$ cat src/logic/sdmp_pkg.sv
// Purpose: shared constants for the move prediction block
// Assumes: one decoder clock, axi4-lite register access
// Notes: offsets are byte addresses of aligned words
package sdmp_pkg;
	localparam int unsigned SDMP_CLK_MHZ = 250;
	localparam logic [7:0] SDMP_OFF_CTRL = 8'h00;
	localparam logic [7:0] SDMP_OFF_STAT = 8'h04;
	localparam logic [7:0] SDMP_OFF_METRIC = 8'h08;
	localparam logic [3:0] SDMP_DELTA_FIVE = 4'h5;
	localparam logic [3:0] SDMP_DELTA_SIX = 4'h6;
	localparam logic [3:0] SDMP_DELTA_RST = 4'h5;
	localparam logic [1:0] SDMP_RESP_OKAY = 2'h0;
	localparam logic [1:0] SDMP_RESP_SLVERR = 2'h2;
	localparam int SDMP_CTRL_DELTA_LSB = 0;
	localparam int SDMP_CTRL_DELTA_W = 4;
	localparam int SDMP_CTRL_RUN_BIT = 4;
	localparam logic [3:0] SDMP_METRIC_ONE = 4'h1;
endpackage : sdmp_pkg

$ cat src/logic/sdmp_axil_slave.sv
// Purpose: axi4-lite slave for the prediction block registers
// Assumes: one write and one read in flight at most
// Notes: unmapped addresses answer slverr, read as zero
`timescale 1ns/1ps
`default_nettype none
module sdmp_axil_slave
	import sdmp_pkg::*;
(
	input wire logic aclk,
	input wire logic aresetn,
	input wire logic [7:0] s_axi_awaddr,
	input wire logic s_axi_awvalid,
	output logic s_axi_awready,
	input wire logic [31:0] s_axi_wdata,
	input wire logic [3:0] s_axi_wstrb,
	input wire logic s_axi_wvalid,
	output logic s_axi_wready,
	output logic [1:0] s_axi_bresp,
	output logic s_axi_bvalid,
	input wire logic s_axi_bready,
	input wire logic [7:0] s_axi_araddr,
	input wire logic s_axi_arvalid,
	output logic s_axi_arready,
	output logic [31:0] s_axi_rdata,
	output logic [1:0] s_axi_rresp,
	output logic s_axi_rvalid,
	input wire logic s_axi_rready,
	output logic [31:0] ctrl_q,
	input wire logic [31:0] stat_in,
	input wire logic [31:0] metric_in
);
	logic aw_held_q;
	logic w_held_q;
	logic [7:0] awaddr_q;
	logic [31:0] wdata_q;
	logic [3:0] wstrb_q;
	logic awready_q;
	logic wready_q;
	logic bvalid_q;
	logic [1:0] bresp_q;
	logic arready_q;
	logic rvalid_q;
	logic [31:0] rdata_q;
	logic [1:0] rresp_q;
	wire aw_take = s_axi_awvalid && awready_q;
	wire w_take = s_axi_wvalid && wready_q;
	wire aw_have = aw_held_q || aw_take;
	wire w_have = w_held_q || w_take;
	wire [7:0] aw_addr = aw_held_q ? awaddr_q : s_axi_awaddr;
	wire [31:0] w_data = w_held_q ? wdata_q : s_axi_wdata;
	wire [3:0] w_strb = w_held_q ? wstrb_q : s_axi_wstrb;
	wire wr_go = aw_have && w_have && !bvalid_q;
	wire wr_ctrl = wr_go && (aw_addr == SDMP_OFF_CTRL);
	wire wr_map = (aw_addr == SDMP_OFF_CTRL);
	wire ar_take = s_axi_arvalid && arready_q;
	wire rd_stat = s_axi_araddr == SDMP_OFF_STAT;
	wire rd_ctl = s_axi_araddr == SDMP_OFF_CTRL;
	wire rd_met = s_axi_araddr == SDMP_OFF_METRIC;
	wire rd_map = rd_stat || rd_ctl || rd_met;
	wire [31:0] rd_word = rd_ctl ? ctrl_q : (rd_stat ? stat_in : (rd_met ? metric_in : 32'h0));
	logic [31:0] ctrl_d;
	always_comb
	begin
		ctrl_d = ctrl_q;
		for (int i = 0; i < 4; i++)
		begin
			if (w_strb[i])
			begin
				ctrl_d[i*8 +: 8] = w_data[i*8 +: 8];
			end
		end
	end
	always_ff @(posedge aclk)
	begin
		if (!aresetn)
		begin
			aw_held_q <= 1'b0;
			w_held_q <= 1'b0;
			awaddr_q <= 8'h0;
			wdata_q <= 32'h0;
			wstrb_q <= 4'h0;
			awready_q <= 1'b0;
			wready_q <= 1'b0;
			bvalid_q <= 1'b0;
			bresp_q <= SDMP_RESP_OKAY;
			ctrl_q <= {27'h0, 1'b0, SDMP_DELTA_RST};
		end
		else
		begin
			if (wr_go)
			begin
				aw_held_q <= 1'b0;
				w_held_q <= 1'b0;
				bvalid_q <= 1'b1;
				bresp_q <= wr_map ? SDMP_RESP_OKAY : SDMP_RESP_SLVERR;
			end
			else
			begin
				aw_held_q <= aw_have;
				w_held_q <= w_have;
				if (bvalid_q && s_axi_bready)
				begin
					bvalid_q <= 1'b0;
				end
			end
			if (aw_take)
			begin
				awaddr_q <= s_axi_awaddr;
			end
			if (w_take)
			begin
				wdata_q <= s_axi_wdata;
				wstrb_q <= s_axi_wstrb;
			end
			awready_q <= !aw_have && !awready_q && !bvalid_q;
			wready_q <= !w_have && !wready_q && !bvalid_q;
			if (wr_ctrl)
			begin
				ctrl_q <= ctrl_d;
			end
		end
	end
	always_ff @(posedge aclk)
	begin
		if (!aresetn)
		begin
			arready_q <= 1'b0;
			rvalid_q <= 1'b0;
			rdata_q <= 32'h0;
			rresp_q <= SDMP_RESP_OKAY;
		end
		else
		begin
			arready_q <= s_axi_arvalid && !arready_q && !rvalid_q;
			if (ar_take)
			begin
				rvalid_q <= 1'b1;
				rdata_q <= rd_word;
				rresp_q <= rd_map ? SDMP_RESP_OKAY : SDMP_RESP_SLVERR;
			end
			else if (rvalid_q && s_axi_rready)
			begin
				rvalid_q <= 1'b0;
			end
		end
	end
	assign s_axi_awready = awready_q;
	assign s_axi_wready = wready_q;
	assign s_axi_bvalid = bvalid_q;
	assign s_axi_bresp = bresp_q;
	assign s_axi_arready = arready_q;
	assign s_axi_rvalid = rvalid_q;
	assign s_axi_rdata = rdata_q;
	assign s_axi_rresp = rresp_q;
endmodule : sdmp_axil_slave
`default_nettype wire

$ cat src/logic/sdmp_move_predict.sv
// Purpose: one-clock-ahead prediction of threshold lowering, poly enable and move
// Assumes: syndrome and metric logic on the same clock as aclk
// Notes: max_rev_in is valid before the loading edge
`timescale 1ns/1ps
`default_nettype none
module sdmp_move_predict
	import sdmp_pkg::*;
#(
	parameter int DELTA_W = 4,
	parameter int MOD_W = 3
)
(
	input wire logic aclk,
	input wire logic aresetn,
	input wire logic s_axi_awvalid,
	input wire logic [7:0] s_axi_awaddr,
	output logic s_axi_awready,
	input wire logic [31:0] s_axi_wdata,
	input wire logic [3:0] s_axi_wstrb,
	input wire logic s_axi_wvalid,
	output logic s_axi_wready,
	output logic [1:0] s_axi_bresp,
	output logic s_axi_bvalid,
	input wire logic s_axi_bready,
	input wire logic [7:0] s_axi_araddr,
	input wire logic s_axi_arvalid,
	output logic s_axi_arready,
	output logic [31:0] s_axi_rdata,
	output logic [1:0] s_axi_rresp,
	output logic s_axi_rvalid,
	input wire logic s_axi_rready,
	input wire logic synd_in,
	input wire logic info_in,
	input wire logic synd_young_in,
	input wire logic poly_young_in,
	input wire logic err_old_in,
	input wire logic par_old_in,
	input wire logic err_older_in,
	input wire logic par_older_in,
	input wire logic exhausted_in,
	input wire logic max_rev_in,
	input wire logic [DELTA_W-1:0] delta_cnt_in,
	input wire logic [MOD_W-1:0] mod_cnt_in,
	output logic lower_q,
	output logic poly_en_q,
	output logic fwd_q,
	output logic rev_q,
	output logic poly_add_q,
	output logic hyp_err_q,
	output logic hyp_par_q
);
	logic [31:0] ctrl_q;
	logic dsel_q;
	logic [31:0] stat_w;
	logic [31:0] metric_w;
	wire [3:0] delta_sel = ctrl_q[SDMP_CTRL_DELTA_LSB +: SDMP_CTRL_DELTA_W];
	wire run = ctrl_q[SDMP_CTRL_RUN_BIT];
	// metric held split as delta stages above modulo stages
	wire [DELTA_W+MOD_W-1:0] metric = {delta_cnt_in, mod_cnt_in};
	wire m_is_one = (delta_cnt_in == '0) && (mod_cnt_in == MOD_W'(SDMP_METRIC_ONE));
	// delta minus one: zero delta stages, modulo counter top bit set and low bit equal to dsel_q
	wire m_is_dm1 = (delta_cnt_in == '0) && (mod_cnt_in[MOD_W-1] == 1'b1) && (mod_cnt_in[0] == dsel_q);
	// predicted syndrome bit
	wire synd_pred = synd_young_in ^ (poly_young_in & poly_en_q);
	wire lower_fwd = m_is_dm1 && !synd_in && !info_in && synd_pred && fwd_q;
	wire old_clr = !err_old_in && !par_old_in;
	wire older_clr = !err_older_in && !par_older_in;
	wire lower_rev = m_is_one && old_clr && older_clr && rev_q;
	wire lower_d = lower_fwd || lower_rev || max_rev_in;
	wire rev_s = err_old_in ^ par_old_in;
	wire rev_lt = (m_is_one && old_clr && older_clr) || max_rev_in;
	wire rev_qual = (rev_s && rev_lt) || (!rev_s && !rev_lt);
	wire poly_en_d = fwd_q ? synd_pred : rev_qual;
	wire poly_add_d = (poly_en_q && fwd_q) || (err_old_in && rev_q);
	// threshold test on previous metric
	wire meets = delta_cnt_in[DELTA_W-1] || delta_cnt_in[DELTA_W-2] || delta_cnt_in[1]
		|| (delta_cnt_in[0] && mod_cnt_in[MOD_W-1] && !dsel_q)
		|| ((delta_cnt_in[0] || (mod_cnt_in[MOD_W-1] && !dsel_q)) && synd_in)
		|| (!synd_in && !info_in);
	wire fwd_now = meets && !exhausted_in;
	wire exh_pred = par_old_in && rev_q;
	wire big = (delta_cnt_in[DELTA_W-1] || delta_cnt_in[DELTA_W-2]) && !exh_pred;
	wire cont_fwd = !synd_pred && fwd_q;
	wire exh_fwd = err_old_in && !par_old_in && rev_q;
	wire exh_rev = !err_old_in && par_old_in && rev_q && !max_rev_in;
	wire min_ok = (delta_cnt_in[1] || delta_cnt_in[0]) && synd_pred && fwd_q
		|| (old_clr && delta_cnt_in[1] && rev_q);
	wire fwd_d = !exh_rev && (cont_fwd || exh_fwd || min_ok || big || fwd_now && lower_d);
	wire dsel_d = (delta_sel == SDMP_DELTA_SIX) ? mod_cnt_in[0] : !mod_cnt_in[0];
	always_ff @(posedge aclk)
	begin
		if (!aresetn || !run)
		begin
			lower_q <= 1'b0;
			poly_en_q <= 1'b0;
			fwd_q <= 1'b1;
			rev_q <= 1'b0;
			poly_add_q <= 1'b0;
			hyp_err_q <= 1'b0;
			hyp_par_q <= 1'b0;
			dsel_q <= 1'b0;
		end
		else
		begin
			lower_q <= lower_d && !exh_rev;
			poly_en_q <= poly_en_d;
			fwd_q <= fwd_d;
			rev_q <= !fwd_d;
			poly_add_q <= poly_add_d;
			hyp_err_q <= synd_in && fwd_q;
			hyp_par_q <= exh_fwd;
			dsel_q <= dsel_d;
		end
	end
	assign stat_w = {25'h0, hyp_par_q, hyp_err_q, poly_add_q, rev_q, fwd_q, poly_en_q, lower_q};
	assign metric_w = {{(32-DELTA_W-MOD_W){1'b0}}, metric};
	sdmp_axil_slave u_regs (
		.aclk(aclk),
		.aresetn(aresetn),
		.s_axi_awaddr(s_axi_awaddr),
		.s_axi_awvalid(s_axi_awvalid),
		.s_axi_awready(s_axi_awready),
		.s_axi_wdata(s_axi_wdata),
		.s_axi_wstrb(s_axi_wstrb),
		.s_axi_wvalid(s_axi_wvalid),
		.s_axi_wready(s_axi_wready),
		.s_axi_bresp(s_axi_bresp),
		.s_axi_bvalid(s_axi_bvalid),
		.s_axi_bready(s_axi_bready),
		.s_axi_araddr(s_axi_araddr),
		.s_axi_arvalid(s_axi_arvalid),
		.s_axi_arready(s_axi_arready),
		.s_axi_rdata(s_axi_rdata),
		.s_axi_rresp(s_axi_rresp),
		.s_axi_rvalid(s_axi_rvalid),
		.s_axi_rready(s_axi_rready),
		.ctrl_q(ctrl_q),
		.stat_in(stat_w),
		.metric_in(metric_w)
	);
	a_fwd_rev_compl: assert property (@(posedge aclk) disable iff (!aresetn) fwd_q != rev_q) else $error("fwd and rev equal");
	a_lower_cause: assert property (@(posedge aclk) disable iff (!aresetn) run && $past(run) && lower_q |-> $past(max_rev_in) || $past(lower_fwd) || $past(lower_rev)) else $error("lower without cause");
	a_poly_fwd_gate: assert property (@(posedge aclk) disable iff (!aresetn) run && fwd_q && poly_en_q |=> poly_add_q || !run) else $error("forward add missed");
	a_poly_rev_add: assert property (@(posedge aclk) disable iff (!aresetn) run && rev_q && err_old_in |=> poly_add_q || !run) else $error("reverse add missed");
	a_exh_second_rev: assert property (@(posedge aclk) disable iff (!aresetn) run && exh_rev |=> rev_q || !run) else $error("second reverse missed");
	a_cont_forward: assert property (@(posedge aclk) disable iff (!aresetn) run && cont_fwd && !exh_rev |=> fwd_q || !run) else $error("forward not continued");
	a_exh_forward: assert property (@(posedge aclk) disable iff (!aresetn) run && exh_fwd |=> fwd_q && hyp_par_q || !run) else $error("exhausted forward missed");
	a_poly_en_load: assert property (@(posedge aclk) disable iff (!aresetn) run && fwd_q |=> poly_en_q == $past(synd_pred) || !run) else $error("poly enable wrong");
	a_dsel_six: assert property (@(posedge aclk) disable iff (!aresetn) run && delta_sel == SDMP_DELTA_SIX |=> dsel_q == $past(mod_cnt_in[0]) || !run) else $error("delta select wrong");
endmodule : sdmp_move_predict
`default_nettype wire

$ cat config.mk
export PLATFORM = sky130hd
export DESIGN_NAME = sdmp_move_predict
export DESIGN_NICKNAME = d
export VERILOG_FILES = /design/src/logic/sdmp_pkg.sv /design/src/logic/sdmp_axil_slave.sv /design/src/logic/sdmp_move_predict.sv
export SDC_FILE = /design/constraint.sdc
export NUM_CORES = 1
export LEC_CHECK = 0
export BUFFER_PORTS_ARGS = -buffer_cell sky130_fd_sc_hd__buf_2
export CAP_MARGIN = 20
export CORE_ASPECT_RATIO = 0.9
export CORE_UTILIZATION = 35
export CTS_CLUSTER_SIZE = 40
export DETAILED_ROUTE_END_ITERATION = 12
export PLACE_DENSITY_LB_ADDON = 0.05
export REMOVE_ABC_BUFFERS = 1
export SYNTH_ARGS = -nofsm -noshare
export SYNTH_HDL_FRONTEND = slang
export SYNTH_SLANG_ARGS = --single-unit
export TNS_END_PERCENT = 10
$ cat constraint.sdc
create_clock -name aclk -period 3.75 [get_ports aclk]
set_input_delay 0.1875 -clock aclk [delete_from_list [all_inputs] [get_ports aclk]]
set_output_delay 0.1875 -clock aclk [all_outputs]
set_load 0.03 [all_outputs]
Yosys cells after proc, flatten, opt, wreduce, memory -nomap -nowiden
Cells that the tools add are included.
{"block": "op_classes", "muxes": 14, "eq_ne": 5, "bitwise_logic": 4, "reduce_logical": 109}
{"operator": "32-bit two-way mux", "n": 3}
{"operator": "1-bit logical AND", "n": 52}
{"operator": "1-bit zero test", "n": 25}
{"operator": "1-bit logical OR", "n": 22}
{"operator": "8-bit zero test", "n": 2}
{"operator": "8-bit by 3-bit equality test with 1-bit output, second input constant", "n": 1}
{"operator": "8-bit by 4-bit equality test with 1-bit output, second input constant", "n": 1}
{"operator": "8-bit two-way mux", "n": 1}
{"operator": "2-bit AND reduction", "n": 4}
{"operator": "7-bit two-way mux", "n": 1}
{"operator": "1-bit two-way mux", "n": 6}
{"operator": "4-bit by 3-bit equality test with 1-bit output, second input constant", "n": 1}
{"operator": "4-bit zero test", "n": 1}
{"operator": "2-bit two-way mux", "n": 2}
{"operator": "4-bit two-way mux", "n": 1}
{"operator": "2-bit nonzero test", "n": 2}
{"operator": "3-bit by 1-bit equality test with 1-bit output, second input constant", "n": 1}
{"operator": "2-bit OR reduction", "n": 1}
{"operator": "1-bit XOR", "n": 2}
{"operator": "1-bit AND", "n": 1}
{"operator": "1-bit equality test", "n": 1}
{"operator": "1-bit NOT", "n": 1}
{"block": "totals", "wordCells": 157, "reg_bits": 127}

Depth between registers and ports, before layout
{"block": "logic_depth", "word_depth": 13, "mapped_depth": 8, "mapped_depth_nobuf": 7}

Hierarchy
From an unflattened synthesis, not the netlist that was laid out.
{"block": "unflattened", "cells_unflattened": 703, "area_unflattened_um2": 6363.6}
{"module": "sdmp_axil_slave", "instances": 1, "cells_per_inst": 643, "area_each_um2": 5864.4, "seq_area_each_um2": 2342.2}
{"module": "sdmp_move_predict", "instances": 1, "cells_per_inst": 60, "area_each_um2": 499.2, "seq_area_each_um2": 160.2}

Worst setup path before layout
Ideal clock, no wire load.
{"block": "synth_timing", "kind": "register to register", "from": "register u_regs.wready_q, in the netlist u_regs.s_axi_wready", "to": "register u_regs.ctrl_q[14]", "t_arrival_ns": 1.745, "stages_incl_launch_ff": 8, "path_slack_ns": 1.889, "setup_time_ns": 0.116, "path_cell_list": "dfxtp_1 -> a21oi_1 -> or3_1 -> buf_6 -> a211oi_4 -> buf_6 -> nand2_1 -> o211a_1"}
{"block": "synth_between", "elab_chain_len": 6}
{"element": "start: declaration", "line": "sdmp_axil_slave.sv:38", "source": "logic wready_q;"}
{"element": "start signal: assignment", "line": "sdmp_axil_slave.sv:116", "source": "wready_q <= !w_have && !wready_q && !bvalid_q;"}
{"element": "1-bit logical AND", "line": "sdmp_axil_slave.sv:46", "source": "wire w_take = s_axi_wvalid && wready_q;"}
{"element": "1-bit logical OR", "line": "sdmp_axil_slave.sv:48", "source": "wire w_have = w_held_q || w_take;"}
{"element": "1-bit logical AND (2 in series)", "line": "sdmp_axil_slave.sv:52", "source": "wire wr_go = aw_have && w_have && !bvalid_q;"}
{"element": "1-bit logical AND", "line": "sdmp_axil_slave.sv:53", "source": "wire wr_ctrl = wr_go && (aw_addr == SDMP_OFF_CTRL);"}
{"element": "2-bit AND reduction (no source line)"}
{"element": "end signal: assignment", "line": "sdmp_axil_slave.sv:86", "source": "ctrl_q <= {27'h0, 1'b0, SDMP_DELTA_RST};"}
{"element": "end signal: assignment", "line": "sdmp_axil_slave.sv:119", "source": "ctrl_q <= ctrl_d;"}
{"element": "end: declaration", "line": "sdmp_axil_slave.sv:28", "source": "output logic [31:0] ctrl_q,"}
No other way between the ends.
A chain may end at the register's enable or synchronous reset.

Worst setup path in the final report
{"block": "layout_timing", "from": "register u_regs.w_held_q", "to": "register u_regs.ctrl_q[13]"}
{"block": "layout_between", "elab_chain_len": 5, "word_cells_on_any_way": 7}
{"element": "start: declaration", "line": "sdmp_axil_slave.sv:33", "source": "logic w_held_q;"}
{"element": "start signal: assignment", "line": "sdmp_axil_slave.sv:100", "source": "w_held_q <= w_have;"}
{"element": "1-bit logical OR", "line": "sdmp_axil_slave.sv:48"}
{"element": "1-bit logical AND (2 in series)", "line": "sdmp_axil_slave.sv:52"}
{"element": "1-bit logical AND", "line": "sdmp_axil_slave.sv:53"}
{"element": "2-bit AND reduction (no source line)"}
Parallel ways exist; a longest one is shown, timed or not.

==> metrics.yaml <==
run_status:
  status: "finished, final reports clean"
timing:
  finalHoldViolations: 0
  tightestPinTransition_ns: 0.864
  final.period_utilization_pct: 60.6
  slew_violations: 0
  max_slew_margin_pct: 42.2
  setup_tns_ns: 0
  fin_crit_ns: 2.27
  fin_worst_skew_ns: 0.00698
  max_freq_ghz: 0.440
  rsz0062_at_grt: "no"
  final-setup-viol-count: 0
placement:
  dpl_wire_length_um: 8700
  dpl-instance-area_um2: 6120
  gp_congestion: 0.827
  portBuffers: 121
clock_tree:
  clockBufferDepth: 2
  cts_repair_resize_count: 0
  clock_tree.htree_level_count: 4
  postCtsHoldBufs: 0
  tritoncts: "yes"
  clkLatencyLatePin_ns: 0.41
  cts_post_setup_buffers_inserted: 0
  clk_pin_slew_ns: 0.05
  cts_root_buf: "clkbuf_16"
  cts_sinks: 125
  number_of_buffers_created_by_cts: 17
critical_path:
  flop_to_flop_setup_slack_ns: 1.48
  worst_r2r_path_depth: 5
  regToRegEndpoint: "u_regs.ctrl_q[13]"
  critical-path-slowest-cell: "a211oi_4"
  critPathArrivalTime_ns: 2.57
  cp_top_family: "compound AO/OA/AOI/OAI gates"
  critical_path.startpoint_type: "flop"
  worstPathCellList: "buf_4 > mux2i_1 > a211oi_4 > nand2_1 > o211a_1"
  setup.worst_path.end_class: "flop"
  timing.critical_path.required_ns: 4.05
  worst-path-buf-inv: 1
  slowest_delay_ns: 0.63
  critPathMaxFanout: 28
  worstReg2RegStart: "u_regs.w_held_q"
  timing.setup.critical_path_class: "flop to flop"
die:
  total_die_area_um2: 16000
  initial_utilization_pct: 36.5
  rows: 42
  die_height_um: 120
  chipWidth_um: 133
  io_pins: 124
  core-area_um2: 14900
synth:
  synth_top_family_by_area: "compound AO/OA/AOI/OAI gates"
  area_share_of_and_or_nand_nor_cells_after_synthesis_pct: 19.5
  synthesis.area_um2: 5440
  ys_warn_count: 0
  synth-adder-area-share_pct: 0.690
  ys_ff_latch: 125
  synth-xor-area-share_pct: 0.483
  netlist-cell-type-count: 48
  muxShareOfSynthArea_pct: 7.93
  cells_after_synthesis: 575
  synth_compound_gate_area_share_pct: 21.2
  synth-seq-area-share_pct: 46.0
  syn_avg_cell_area_um2: 9.46
routing:
  ant_nets: 0
  drcViolationCount: 0
  drt-initial-drc-count: 207
  first_pass_iters: 4
  detailroute.via_count: 4375
  wl_per_cell_um: 14.8
  drt-total-wl_um: 13200
  viasPerCell: 4.92
layout:
  num_antenna_cells: 0
  syn_to_final_growth_pct: 23.3
  final_nets: 759
  count_of_filler_cells_inserted_in_the_layout: 1499
  final_layout_size_suffix_gt1_share_pct: 24.4
  final_cell_area_um2: 6710
  finish.utilization_pct: 45.0
global_routing:
  global_route.usage.total_pct: 17.3
  vias_in_the_first_global_route: 4245
  first_pass_grt_wire_length_um: 21400
  grt_start_max_net_pins: 76
  number_of_antenna_violations_at_the_first_check_in_global_routing: 2
  global_route.overflow_total: 0
min_path:
  hold_worst_path_end: "u_regs.wdata_q[17]"
  number_of_cells_on_the_worst_hold_path: 3
  worst_hold_path_type: "primary input to flop"
  hold_start: "s_axi_wdata[17]"
flow_run:
  drv.max_cap_violation_count: 0
pwr:
  powerDensity_nw_per_um2: 489
  leakage_uw: 0.00292
  irDropWorstVdd_uv: 361
[worst max-delay path by stage]
stage | startpoint | to | slack, ns | cells past startpoint
after floorplan | u_regs.w_held_q | u_regs.ctrl_q[1] | 0.84 | 5
after global placement | u_regs.w_held_q | u_regs.ctrl_q[10] | 1.51 | 5
after detailed placement | u_regs.w_held_q | u_regs.ctrl_q[13] | 1.43 | 5
after CTS | u_regs.w_held_q | u_regs.ctrl_q[13] | 1.41 | 5
after global routing | u_regs.w_held_q | u_regs.ctrl_q[28] | 1.26 | 5
final | u_regs.w_held_q | u_regs.ctrl_q[13] | 1.48 | 5
[per-layer routing]
| layer | global-route usage, % | wire length, um |
|---|---|---|
| met5 | 0 | 25 |
| met4 | 5.26 | 114 |
| met3 | 6.79 | 804 |
| met1 | 21.7 | 6380 |
| met2 | 27.1 | 5850 |
[worst min-delay path, cell delays in order]
cell      delay [ns]
buf_2           0.10
nand2_1         0.04
a21boi_0        0.06
[placed cells by master (no fill, tap or decap), drive strengths merged, types with 6 or more instances in the layout]
cell,count
a21boi,48
a21oi,6
a22oi,33
buf,125
clkbuf,25
dfxtp,125
mux2i,42
nand2,127
nand3,11
nor2,13
nor2b,34
nor3,8
o211a,29
o21ai,12
[cells in the mapped netlist, drive strengths merged]
| library cell | n | share of area (%) |
|---|---|---|
| inv | 3 | 0.21 |
| nor3 | 8 | 0.74 |
| nand3 | 11 | 1.2 |
| o21ai | 12 | 1.1 |
| nor4 | 5 | 1.2 |
| nor2 | 13 | 0.90 |
| xor2 | 1 | 0.16 |
| a22oi | 33 | 4.6 |
| nor2b | 34 | 3.9 |
| or3 | 1 | 0.12 |
| a21boi | 48 | 6.6 |
| dfxtp | 125 | 46 |
| and3b | 1 | 0.16 |
| nand2 | 127 | 8.8 |
| buf | 19 | 2.5 |
| conb | 1 | 0.069 |
| xnor2 | 2 | 0.32 |
| a21o | 1 | 0.14 |
| nor4bb | 3 | 0.55 |
| a221oi | 1 | 0.16 |
| o211a | 29 | 5.3 |
| o311a | 1 | 0.18 |
| o311ai | 1 | 0.16 |
| a31oi | 3 | 0.35 |
| mux2 | 1 | 0.21 |
| a21oi | 6 | 0.62 |
| clkbuf | 21 | 1.4 |
| nand4b | 2 | 0.60 |
| o2111ai | 1 | 0.16 |
| nand2b | 3 | 0.35 |
| nor3b | 4 | 0.55 |
| o221a | 1 | 0.21 |
| a211oi | 5 | 1.6 |
| and2 | 3 | 0.35 |
| mux2i | 42 | 7.7 |
| ha | 3 | 0.69 |
[layout make-up]
| type | instances | area [um2] | area share (%) |
|---|---|---|---|
| inverter | 3 | 11.3 | 0.168 |
| timing repair buffer | 125 | 638 | 9.51 |
| clock inverter | 6 | 82.6 | 1.23 |
| tap | 198 | 248 | 3.69 |
| clock buffer | 25 | 505 | 7.53 |
| multi-input combinational | 408 | 2720 | 40.6 |
| sequential | 125 | 2500 | 37.3 |
[power breakdown]
| group | internal [uW] | total (uW) | switching, uW | leakage, uW |
|---|---|---|---|---|
| Combinational | 110 | 270 | 159 | 0.00161 |
| Sequential | 1360 | 1390 | 28.5 | 0.00101 |
| Clock | 1060 | 1620 | 558 | 0.000289 |
| Total | 2530 | 3280 | 745 | 0.00292 |
[logic make-up (layout without fill, tap and decap cells)]
group / count (synthesis) / count (layout)
AO/OA/AOI/OAI: 142 / 142
other: 1 / 2
flip-flops: 125 / 125
buffers and inverters: 43 / 159
XOR/XNOR: 3 / 3
AND/OR/NAND/NOR: 215 / 215
multiplexers: 43 / 43
adder cells (fa/ha/maj): 3 / 3
[stage by stage]
| stage | setup WS (ns) | instances | hold WS, ns | total power (uW) |
|---|---|---|---|---|
| floorplan | 0.837 | 536 | 0.278 | 1570 |
| finish | 1.48 | 890 | 0.0384 | 3280 |
| global route | 1.26 | 890 | 0.0311 | 3420 |
| global placement | 1.51 | 859 | 0.428 | 1690 |
| CTS | 1.41 | 890 | 0.0165 | 3330 |
| detailed placement | 1.43 | 859 | 0.435 | 1690 |
[registers in the layout, summed over array words and instances, names as in the netlist, 4 cells and up]
signal and flops:
u_regs.awaddr_q 8, u_regs.ctrl_q 32, u_regs.s_axi_rdata 32, u_regs.wdata_q 32, u_regs.wstrb_q 4
Note: power is estimated with default switching activity, not from simulation.
